$ cat src/hw/dma_pkg.sv
// Shared constants and types of the DMA command and handshake block
package dma_pkg;
  // Register byte addresses
  localparam logic [7:0] ADDR_CMD = 8'h30;
  localparam logic [7:0] ADDR_COUNT = 8'h34;
  localparam logic [7:0] ADDR_CFG = 8'h38;
  localparam logic [7:0] ADDR_STATUS = 8'h3c;
  localparam logic [7:0] ADDR_MASK = 8'h40;
  localparam logic [7:0] ADDR_STATE = 8'h44;
  // Command codes
  localparam logic [7:0] CMD_RESET = 8'hff;
  localparam logic [7:0] CMD_TGT_IN = 8'h00;
  localparam logic [7:0] CMD_TGT_OUT = 8'h01;
  localparam logic [7:0] CMD_INI_IN = 8'h06;
  localparam logic [7:0] CMD_INI_OUT = 8'h07;
  localparam logic [7:0] CMD_PIO_READ = 8'h0a;
  localparam logic [7:0] CMD_INI_STOP = 8'h12;
  localparam logic [7:0] CMD_GEN_STOP = 8'h13;
  localparam logic [1:0] ORDER_SWAP = 2'h1;
  // Status and mask bit positions
  localparam int ST_DONE = 0;
  localparam int ST_EXT_EOT = 1;
  localparam int ST_INT_EOT = 2;
  localparam int ST_STOP = 3;
  localparam int ST_PIO = 4;
  localparam int ST_W = 5;
  localparam logic [ST_W-1:0] STATUS_RESET = 5'h00;
  // Strobe timing in cycles, faster modes subtract the mode number
  localparam logic [7:0] MW_ACT_BASE = 8'h08;
  localparam logic [7:0] PIO_ACT_BASE = 8'h0c;
  localparam logic [7:0] REC_CYC = 8'h02;

  typedef struct packed {
    logic [1:0] strobeMode;
    logic [2:0] programmedIoTimingSelect;
    logic [1:0] multiwordTiming;
    logic diskTransferSelect;
    logic initiatorSelect;
    logic readStrobePolarity;
    logic writeStrobePolarity;
    logic requestPolarity;
    logic acknowledgePolarity;
    logic transferEndPolarity;
    logic [1:0] byteOrderSelect;
    logic counterDisable;
    logic wide;
  } cfg_t;
  localparam int CFG_W = $bits(cfg_t);
  localparam cfg_t CFG_RESET = '0;

  typedef struct packed {
    logic dreq;
    logic dack;
    logic dior;
    logic diow;
    logic eot;
    logic [15:0] data;
  } pin_in_t;

  typedef struct packed {
    logic dreq;
    logic dack;
    logic dior;
    logic diow;
    logic dataOe;
    logic [15:0] data;
  } pin_out_t;

  typedef enum logic [2:0] {IDLE, TGT_IN, TGT_OUT, INI_IN, INI_OUT, PIO_RD} xfer_t;
  typedef enum logic [1:0] {T_IDLE, T_ACT, T_REC} tphase_t;
endpackage

$ cat src/hw/dma_cmd_ctrl.sv
// DMA command launch, handshake configuration and transfer sequencing
// What this block does
// - In target transfers the end polarity bit picks the active end level; initiator transfers ignore the end input.
// - Initiator select is 0 for target transfers with external strobes, 1 for initiator transfers.
// - Separate polarity bits set the active level of acknowledge, request, write and read strobes.
// - Disk multiword transfers need disk select 1, initiator select 0, and take their timing from the mode field.
// - A three-bit field selects the programmed-I/O strobe timing.
// - The data bus is released after reset until a command drives it; control outputs are always driven.
// - Writing the 8-bit command register starts activity; it reads all ones and resets to all ones.
// - A programmed-I/O read moves exactly one 16-bit word whatever the width.
// - Command 00 in target mode captures bus data into the buffer on external write strobes.
// - Command 01 in target mode drives buffer data on the bus on external read strobes.
// - Commands 00 and 01 are refused while configured as initiator.
// - With the counter on, each transfer decrements it; at zero the complete flag and interrupt rise; end ends early.
// - In end-only mode a target transfer ends on external end, short packet, or stop command; initiator transfers still count.
// - Commands 06 and 07 run initiator or disk transfers, 06 into the buffer and 07 out of it.
// - A two-bit strobe mode chooses which of acknowledge and strobes qualifies data.
`timescale 1ns/1ps
`default_nettype none
module dma_cmd_ctrl #(
  parameter int CNT_W = 32
) (
  // Clock and reset
  input wire logic sys_clk,
  input wire logic reset_n,
  input wire logic usbBusReset,
  // AHB-Lite slave
  input wire logic hsel,
  input wire logic [31:0] haddr,
  input wire logic [1:0] htrans,
  input wire logic hwrite,
  input wire logic [2:0] hsize,
  input wire logic [31:0] hwdata,
  input wire logic hready,
  output logic hreadyout,
  output logic hresp,
  output logic [31:0] hrdata,
  // DMA pins
  input wire dma_pkg::pin_in_t pinIn,
  output dma_pkg::pin_out_t pinOut,
  // Endpoint buffer side
  output logic toBufValid,
  output logic [15:0] toBufData,
  input wire logic toBufReady,
  input wire logic [15:0] fromBufData,
  input wire logic fromBufValid,
  output logic fromBufReady,
  input wire logic shortPacket,
  // Interrupt
  output logic irq
);
  import dma_pkg::*;
  if (CNT_W < 2 || CNT_W > 32) begin : g_bad_cnt
    $error("dma_cmd_ctrl: CNT_W must be 2 to 32");
  end
  typedef struct packed {
    xfer_t fsm;
    cfg_t cfg;
    logic [CNT_W-1:0] count;
    logic [ST_W-1:0] status;
    logic [ST_W-1:0] mask;
    logic [7:0] cmdReg;
    logic dWrite;
    logic [7:0] dAddr;
    logic [31:0] rdata;
    pin_in_t sync1;
    pin_in_t sync2;
    logic prevQual;
    logic dataOe;
    logic [15:0] dataOut;
    logic toBufValid;
    logic [15:0] toBufData;
    logic [1:0] strbDly;
    logic [15:0] rdHold;
  } state_t;

  state_t q, n;
  logic cmdWr, step, eotAct, qual, rise, fall, tmrStart, tmrStrobe, tmrBusy, tmrDone, pop, strb, ackA, reqA, cntOn;
  logic [ST_W-1:0] set, clr;
  logic [7:0] actCyc;
  // Active level of a pin under its polarity bit; also maps active back to pin level
  function automatic logic lvl(input logic v, input logic pol);
    return v ~^ pol;
  endfunction

  // Which handshake lines qualify a data beat
  function automatic logic qualify(input logic [1:0] mode, input logic ack, input logic strb);
    case (mode)
      2'h0: return strb;
      2'h1: return ack;
      default: return ack & strb;
    endcase
  endfunction

  // Byte lane handling for the configured width and order
  function automatic logic [15:0] order(input logic [15:0] d, input cfg_t c);
    if (!c.wide) return {8'h00, d[7:0]};
    if (c.byteOrderSelect == ORDER_SWAP) return {d[7:0], d[15:8]};
    return d;
  endfunction
  // Strobe timing; a programmed read starts from idle, so only initiator states take disk timing
  assign actCyc = q.cfg.diskTransferSelect && (q.fsm == INI_IN || q.fsm == INI_OUT) ?
      MW_ACT_BASE - {6'h00, q.cfg.multiwordTiming} :
      PIO_ACT_BASE - {5'h00, q.cfg.programmedIoTimingSelect};
  dma_strobe_timer #(.CW(8)) u_timer (
    .sys_clk(sys_clk),
    .reset_n(reset_n),
    .start(tmrStart),
    .actCyc(actCyc),
    .recCyc(REC_CYC),
    .strobe(tmrStrobe),
    .busy(tmrBusy),
    .done(tmrDone)
  );
  // Whole next-state computation
  always_comb begin
    n = q;
    set = '0;
    clr = '0;
    cmdWr = 1'b0;
    step = 1'b0;
    tmrStart = 1'b0;
    pop = 1'b0;
    n.sync1 = pinIn;
    n.sync2 = q.sync1;
    ackA = lvl(q.sync2.dack, q.cfg.acknowledgePolarity);
    reqA = lvl(q.sync2.dreq, q.cfg.requestPolarity);
    strb = (q.fsm == TGT_IN) ? lvl(q.sync2.diow, q.cfg.writeStrobePolarity) :
        lvl(q.sync2.dior, q.cfg.readStrobePolarity);
    qual = qualify(q.cfg.strobeMode, ackA, strb);
    n.prevQual = qual;
    rise = qual & ~q.prevQual;
    fall = ~qual & q.prevQual;
    eotAct = lvl(q.sync2.eot, q.cfg.transferEndPolarity);
    cntOn = (q.fsm == INI_IN) || (q.fsm == INI_OUT) || !q.cfg.counterDisable;
    n.toBufValid = q.toBufValid & ~toBufReady;
    n.dataOut = order(fromBufData, q.cfg);
    n.strbDly = {q.strbDly[0], tmrStrobe}; // Delayed like the pins, so reads latch while data still stands
    if (q.strbDly[1] && !q.strbDly[0]) n.rdHold = q.sync2.data;
    // Address phase: capture and prepare read data, zero wait states
    n.dWrite = 1'b0;
    if (hsel && htrans[1] && hready) begin
      n.dWrite = hwrite;
      n.dAddr = haddr[7:0];
      n.rdata = '0;
      case (haddr[7:0])
        ADDR_CMD: n.rdata = 32'h0000_00ff;
        ADDR_COUNT: n.rdata[CNT_W-1:0] = q.count;
        ADDR_CFG: n.rdata[CFG_W-1:0] = q.cfg;
        ADDR_STATUS: n.rdata[ST_W-1:0] = q.status;
        ADDR_MASK: n.rdata[ST_W-1:0] = q.mask;
        ADDR_STATE: n.rdata[4:0] = {q.fsm, q.dataOe, tmrBusy};
        default: n.rdata = '0;
      endcase
    end
    // Data phase writes
    if (q.dWrite) begin
      case (q.dAddr)
        ADDR_CMD: cmdWr = 1'b1;
        ADDR_COUNT: n.count = hwdata[CNT_W-1:0];
        ADDR_CFG: n.cfg = hwdata[CFG_W-1:0];
        ADDR_STATUS: clr = hwdata[ST_W-1:0];
        ADDR_MASK: n.mask = hwdata[ST_W-1:0];
        default: ;
      endcase
    end
    // Transfer engine
    case (q.fsm)
      TGT_IN: begin
        if (rise && !q.toBufValid) begin
          n.toBufData = order(q.sync2.data, q.cfg);
          n.toBufValid = 1'b1;
          step = 1'b1;
        end
      end
      TGT_OUT: begin
        if (fall && fromBufValid) begin
          pop = 1'b1;
          step = 1'b1;
        end
      end
      INI_IN: begin
        if (tmrDone) begin
          n.toBufData = order(q.rdHold, q.cfg);
          n.toBufValid = 1'b1;
          step = 1'b1;
        end else if (!tmrBusy && !q.toBufValid && (!q.cfg.diskTransferSelect || reqA)) begin
          tmrStart = 1'b1;
        end
      end
      INI_OUT: begin
        if (tmrDone) begin
          pop = 1'b1;
          step = 1'b1;
        end else if (!tmrBusy && fromBufValid && (!q.cfg.diskTransferSelect || reqA)) begin
          tmrStart = 1'b1;
        end
      end
      PIO_RD: begin
        if (tmrDone) begin
          n.toBufData = q.rdHold;
          n.toBufValid = 1'b1;
          set[ST_PIO] = 1'b1;
          n.fsm = IDLE;
        end
      end
      default: ;
    endcase
    // Counting and termination
    if (step && cntOn) begin
      n.count = q.count - CNT_W'(1);
      if (q.count == CNT_W'(1)) begin
        set[ST_DONE] = 1'b1;
        n.fsm = IDLE;
      end
    end
    if ((q.fsm == TGT_IN || q.fsm == TGT_OUT) && eotAct) begin
      set[ST_EXT_EOT] = 1'b1;
      n.fsm = IDLE;
    end
    if ((q.fsm == TGT_IN || q.fsm == TGT_OUT) && q.cfg.counterDisable && shortPacket) begin
      set[ST_INT_EOT] = 1'b1;
      n.fsm = IDLE;
    end
    // Command launch
    if (cmdWr) begin
      n.cmdReg = hwdata[7:0];
      case (hwdata[7:0])
        CMD_TGT_IN, CMD_TGT_OUT: begin
          if (q.fsm == IDLE && !q.cfg.initiatorSelect && !q.cfg.diskTransferSelect) begin
            n.fsm = hwdata[0] ? TGT_OUT : TGT_IN;
          end
        end
        CMD_INI_IN, CMD_INI_OUT: begin
          if (q.fsm == IDLE && (q.cfg.initiatorSelect ^ q.cfg.diskTransferSelect)) begin
            n.fsm = hwdata[0] ? INI_OUT : INI_IN;
          end
        end
        CMD_PIO_READ: begin
          if (q.fsm == IDLE) begin
            n.fsm = PIO_RD;
            tmrStart = 1'b1;
          end
        end
        CMD_INI_STOP: begin
          if (q.fsm == INI_IN || q.fsm == INI_OUT) begin
            n.fsm = IDLE;
            set[ST_STOP] = 1'b1;
          end
        end
        CMD_GEN_STOP: begin
          if (q.fsm == TGT_IN || q.fsm == TGT_OUT) begin
            n.fsm = IDLE;
            set[ST_STOP] = 1'b1;
          end
        end
        default: ;
      endcase
    end
    // Bus drive only while sending, released otherwise
    n.dataOe = (n.fsm == TGT_OUT) || (n.fsm == INI_OUT);
    // Sticky status, a new event beats a same-cycle clear
    n.status = (q.status & ~clr) | set;
    if (usbBusReset) begin
      n.cmdReg = CMD_RESET;
      n.fsm = IDLE;
      n.dataOe = 1'b0;
    end
  end
  always_ff @(posedge sys_clk or negedge reset_n) begin
    if (!reset_n) begin
      q <= '{fsm: IDLE, cfg: CFG_RESET, count: '0, status: STATUS_RESET, mask: '0,
             cmdReg: CMD_RESET, dWrite: 1'b0, dAddr: '0, rdata: '0, sync1: '0,
             sync2: '0, prevQual: 1'b0, dataOe: 1'b0, dataOut: '0,
             toBufValid: 1'b0, toBufData: '0, strbDly: '0, rdHold: '0};
    end else begin
      q <= n;
    end
  end
  // Bus answers and pins; idle handshake outputs sit at their inactive level
  assign hreadyout = 1'b1;
  assign hresp = 1'b0;
  assign hrdata = q.rdata;
  assign pinOut.dreq = lvl(((q.fsm == TGT_IN) && !q.toBufValid) ||
      ((q.fsm == TGT_OUT) && fromBufValid), q.cfg.requestPolarity);
  assign pinOut.dack = lvl(tmrStrobe && q.cfg.strobeMode != 2'h0 &&
      (q.fsm == INI_IN || q.fsm == INI_OUT), q.cfg.acknowledgePolarity);
  assign pinOut.dior = lvl(tmrStrobe && (q.fsm == INI_IN || q.fsm == PIO_RD), q.cfg.readStrobePolarity);
  assign pinOut.diow = lvl(tmrStrobe && q.fsm == INI_OUT, q.cfg.writeStrobePolarity);
  assign pinOut.dataOe = q.dataOe;
  assign pinOut.data = q.dataOut;
  assign toBufValid = q.toBufValid;
  assign toBufData = q.toBufData;
  assign fromBufReady = pop;
  assign irq = |(q.status & q.mask);
endmodule // dma_cmd_ctrl
`default_nettype wire

$ cat src/hw/dma_strobe_timer.sv
// Strobe timer: one active phase then one recovery phase per start pulse
`timescale 1ns/1ps
`default_nettype none
module dma_strobe_timer #(
  parameter int CW = 8
) (
  // Clock and reset
  input wire logic sys_clk,
  input wire logic reset_n,
  // Control
  input wire logic start,
  input wire logic [CW-1:0] actCyc,
  input wire logic [CW-1:0] recCyc,
  // Status
  output logic strobe,
  output logic busy,
  output logic done
);
  import dma_pkg::*;

  if (CW < 2) begin : g_bad_width
    $error("dma_strobe_timer: CW must be at least 2");
  end

  typedef struct packed {
    tphase_t phase;
    logic [CW-1:0] cnt;
    logic done;
  } tstate_t;

  tstate_t q, n;

  // Phase sequencing, a zero count still lasts one cycle
  always_comb begin
    n = q;
    n.done = 1'b0;
    case (q.phase)
      T_IDLE: begin
        if (start) begin
          n.phase = T_ACT;
          n.cnt = actCyc;
        end
      end
      T_ACT: begin
        if (q.cnt <= CW'(1)) begin
          n.phase = T_REC;
          n.cnt = recCyc;
        end else begin
          n.cnt = q.cnt - CW'(1);
        end
      end
      T_REC: begin
        if (q.cnt <= CW'(1)) begin
          n.phase = T_IDLE;
          n.done = 1'b1;
        end else begin
          n.cnt = q.cnt - CW'(1);
        end
      end
      default: n.phase = T_IDLE;
    endcase
  end

  always_ff @(posedge sys_clk or negedge reset_n) begin
    if (!reset_n) begin
      q <= '{phase: T_IDLE, cnt: '0, done: 1'b0};
    end else begin
      q <= n;
    end
  end

  assign strobe = (q.phase == T_ACT);
  assign busy = (q.phase != T_IDLE);
  assign done = q.done;
endmodule // dma_strobe_timer
`default_nettype wire

$ cat config.mk
export PLATFORM = sky130hd
export DESIGN_NAME = dma_cmd_ctrl
export DESIGN_NICKNAME = d
export VERILOG_FILES = /design/src/hw/dma_pkg.sv /design/src/hw/dma_cmd_ctrl.sv /design/src/hw/dma_strobe_timer.sv
export SDC_FILE = /design/constraint.sdc
export NUM_CORES = 1
export LEC_CHECK = 0
export BUFFER_PORTS_ARGS = -buffer_cell sky130_fd_sc_hd__clkbuf_2
export CORE_MARGIN = 5
export CORE_UTILIZATION = 40
export CTS_CLUSTER_DIAMETER = 120
export DETAILED_ROUTE_END_ITERATION = 10
export PLACE_DENSITY_LB_ADDON = 0.25
export SLEW_MARGIN = 20
export SYNTH_ARGS = -nofsm -noshare
export SYNTH_HDL_FRONTEND = slang
export SYNTH_SLANG_ARGS = --single-unit
export TNS_END_PERCENT = 100
$ cat constraint.sdc
create_clock -name sys_clk -period 2.95 [get_ports sys_clk]
set_input_delay 0.295 -clock sys_clk [delete_from_list [all_inputs] [get_ports sys_clk]]
set_output_delay 0.295 -clock sys_clk [all_outputs]
set_load 0.05 [all_outputs]
==> impl_results.md <==
* Layout cell share with drive strength beyond 1 at 25.2%
* Finished layout cell area at 0.0124 mm²
* CP peak stage delay at 0.61 ns
* HPWL after DPL at 19.3 mm
* Crit end category: output pin
* Mapped Nets at 1155
* Synth Warn # at 0
* Crit path launch type: flip-flop
* Post-synthesis sequential element count at 210
* Avg WL per Cell at 17.9 µm
* DR iter-0 viols at 642
* Crit path cell chain: nor2b_1, a21oi_1, buf_4, nor2_1, xnor2_1, clkbuf_2
* Met3 Use GR at 3.67%
* Max clock buf depth at 3
* Max cap viols at 0
* Layout area overhead at 18.9%
* Clock transition at path regs at 0.06 ns
* Clock latency on the worst-skew pair at 0.52 ns
* Post-synth EDFFs at 0
* Setup Skew at 0.0121 ns
* Synth cell types at 78
* Final Setup Violations at 0
* Relative max-transition margin at 35.9%
* Post-layout minimum cycle time at 2.81 ns
* Top Ports at 189
* Fmax at 356 MHz
* H-tree Lvls at 1
* Synth Area in Simple Gates at 15.6%
* Nets at 1290
* Max Slew Vio Count at 0
* Row count at 59
* Mux cell area share after synthesis at 5.89%
* Num CTS Buffers at 24
* Setup Buffers After CTS at 0
* RSZ-0062 raised after global routing: false
* Largest net degree at the start of global routing at 94
* Outcome: completed
* FFs w/ async S/R, synth at 100%
* Syn Inst Count at 1030
* Pre-antenna DRT Iters at 5
* CTS tree: built
* Number of global-route vias before repair at 7983
* Sequential-to-total area share from yosys stat at 50.6%
* Die Ht at 171 µm
* WS Path Type: flip-flop to output pin
* Fillers at 2432
* CTS Root Cell: clkbuf_16
* Vias per cell at 5.36
* WP data arrival at 2.51 ns
* GPL Wtd Cong at 0.927
* Mean Syn Cell Area at 10.1 µm²
* Top Family by Delay on Critical Path: flip-flops
* Busiest grt layer: met2
* WP data required at 2.65 ns
* Initial Util at 40.2%
* Pwr Density at 617 mW/mm²
* Highest ir drop seen on vdd at 0.000406 V
* Post-synth top area cell: dfrtp_1
* Met2 usage at 29.2%
* Most frequent cell after synthesis: dfrtp_1
* Fin crit share at 95.2%
* # port buffers at 158
* Setup Total Neg Slack at 0 ns
* Horiz. Die Dim at 171 µm
* Compound-cell area share of the yosys netlist at 17.5%
* Max FO, Critical Path at 12
* Clk sinks at 210
* Die area at 0.0293 mm²
* Post-Syn Area at 0.0104 mm²
* P_leak at 5.56 nW
* Top FF cell, synth: dfrtp_1
* Top cell type's share of synthesized area at 50.6%
* Detailed Route WL at 27.2 mm
* Grt ovf at 0
* Final Hold Viols at 0
* Worst-Margin Slew at 0.959 ns
* Adder-cell share of the synthesized area at 1.20%
* Largest cells by area after synthesis: dfrtp_1, mux2_2, nand2_1, buf_4, a21oi_1
* Synth Area in XOR/XNOR at 1.18%
* Core box area at 0.0258 mm²
* Post-route ant nets at 0
* Critical-path top delay cell: dfrtp_1
* Drt drc at 0
* Area of placed instances at 0.0112 mm²
* Worst Hold Class: input port to flip-flop
* Antenna cells at 0
* Largest family of logic cells by synthesized area: compound AO/OA/AOI/OAI gates
* Via count at 8128
* GRT Util Overall at 18.4%
* Most frequent cells after synthesis: dfrtp_1, nand2_1, buf_4
* Worst path bufs/invs at 2
* Global-route wire length before repair at 43.4 mm
* Initial antenna violation count at 1
* GRT met1 Usage at 25.6%
## registers in the layout (all words and copies together) (netlist names)
signal        count
hrdata           32
toBufValid        1
n                22
u_timer.q        10
toBufData        16
u_timer.done      1
q               111
pinOut           17
## cell families after synthesis
logic type,count (synthesis)
other,2
flip-flops,210
multiplexers,55
AND/OR/NAND/NOR,330
adder cells (fa/ha/maj),10
AO/OA/AOI/OAI,261
buffers and inverters,148
XOR/XNOR,14
## report_power, final
group	switching [W]	internal, W
registers	0.000245	0.00318
clock network	0.00116	0.00173
logic	0.000739	0.000563
## area by class of cell
type / count / area (µm²) / share of cell area (%)
multi-input cells: 672 / 4310 / 34.9
repair buffers: 228 / 1490 / 12.1
clock inverters: 7 / 66.3 / 0.537
inverters: 29 / 109 / 0.881
well taps: 335 / 419 / 3.39
flip-flops and latches: 210 / 5260 / 42.5
clock buffers: 35 / 703 / 5.69
## final timing paths
kind / depth (start not counted) / from / endpoint / slack [ns]
min in group asynchronous: 2 / reset_n / hrdata[24] / 0.39
max: 6 / q[205] / pinOut[19] / 0.14
min: 3 / fromBufData[3] / pinOut[3] / 0.01
max in group asynchronous: 3 / reset_n / q[15] / 1.71
max reg2reg: 8 / q[162] / q[184] / 0.35
min reg2reg: 0 / n[72] / q[72] / 0.35
## layout by cell type (no fill, tap or decap), types with 5 or more instances in the layout
| cell type | n |
|---|---|
| a222oi_1 | 16 |
| xor2_1 | 8 |
| buf_4 | 24 |
| dlygate4sd3_1 | 41 |
| inv_1 | 29 |
| ha_1 | 10 |
| buf_12 | 5 |
| nor3b_1 | 5 |
| o31ai_1 | 15 |
| clkbuf_16 | 25 |
| mux2i_1 | 6 |
| a221o_1 | 13 |
| clkbuf_1 | 6 |
| a21oi_1 | 59 |
| o21ai_0 | 49 |
| a22o_1 | 25 |
| a22oi_1 | 11 |
| nand2_1 | 139 |
| a21boi_0 | 12 |
| mux2_2 | 49 |
| nand4_1 | 6 |
| clkbuf_2 | 157 |
| o211ai_1 | 7 |
| a221oi_1 | 6 |
| and2_1 | 5 |
| nor4_1 | 6 |
| nand3_1 | 14 |
| nand2b_1 | 12 |
| nor2_1 | 64 |
| dfrtp_1 | 210 |
| or3_1 | 8 |
| xnor2_1 | 6 |
| o21ai_1 | 5 |
| nor3_1 | 28 |
| nor2b_1 | 8 |
| a211oi_1 | 5 |
## metal layers
| metal | wire length (µm) | share of wire, % | vias to the layer above |
|---|---|---|---|
| li1 | - | - | 3911 |
| met1 | 12000 | 44 | 3913 |
| met2 | 12700 | 47 | 252 |
| met3 | 1710 | 6.3 | 50 |
| met4 | 725 | 2.7 | 2 |
| met5 | 20 | 0.074 | - |
## worst reg2reg max path, cell delays in order (launching register included)
cell,delay [ns]
dfrtp_1,0.44
or4_4,0.58
nor3_2,0.23
nand3_1,0.23
nor2_1,0.22
nand2_1,0.19
o31ai_1,0.23
a21boi_1,0.10
a211o_1,0.27
## repair_timing
item	in CTS	in global routing
hold buffers	41	0
gates resized for setup	0	0
endpoints found under the hold margin	127	0
endpoints found under the setup margin	0	0
## stage by stage
step | util, % | setup WS (ns) | total power [W] | hold WS (ns) | cells
2_1_floorplan | - | 0.397 | 0.00432 | -0.000591 | 1030
3_3_place_gp | 43.2 | 0.431 | 0.00470 | 0.334 | 1433
3_5_place_dp | 43.2 | 0.391 | 0.00473 | 0.335 | 1433
4_1_cts | 47.8 | 0.173 | 0.00770 | 0.00147 | 1516
5_1_grt | 47.8 | 0.0201 | 0.00800 | 0.0124 | 1516
6_report | 47.8 | 0.142 | 0.00762 | 0.0125 | 1516
Power figures use the tool's default switching activity.
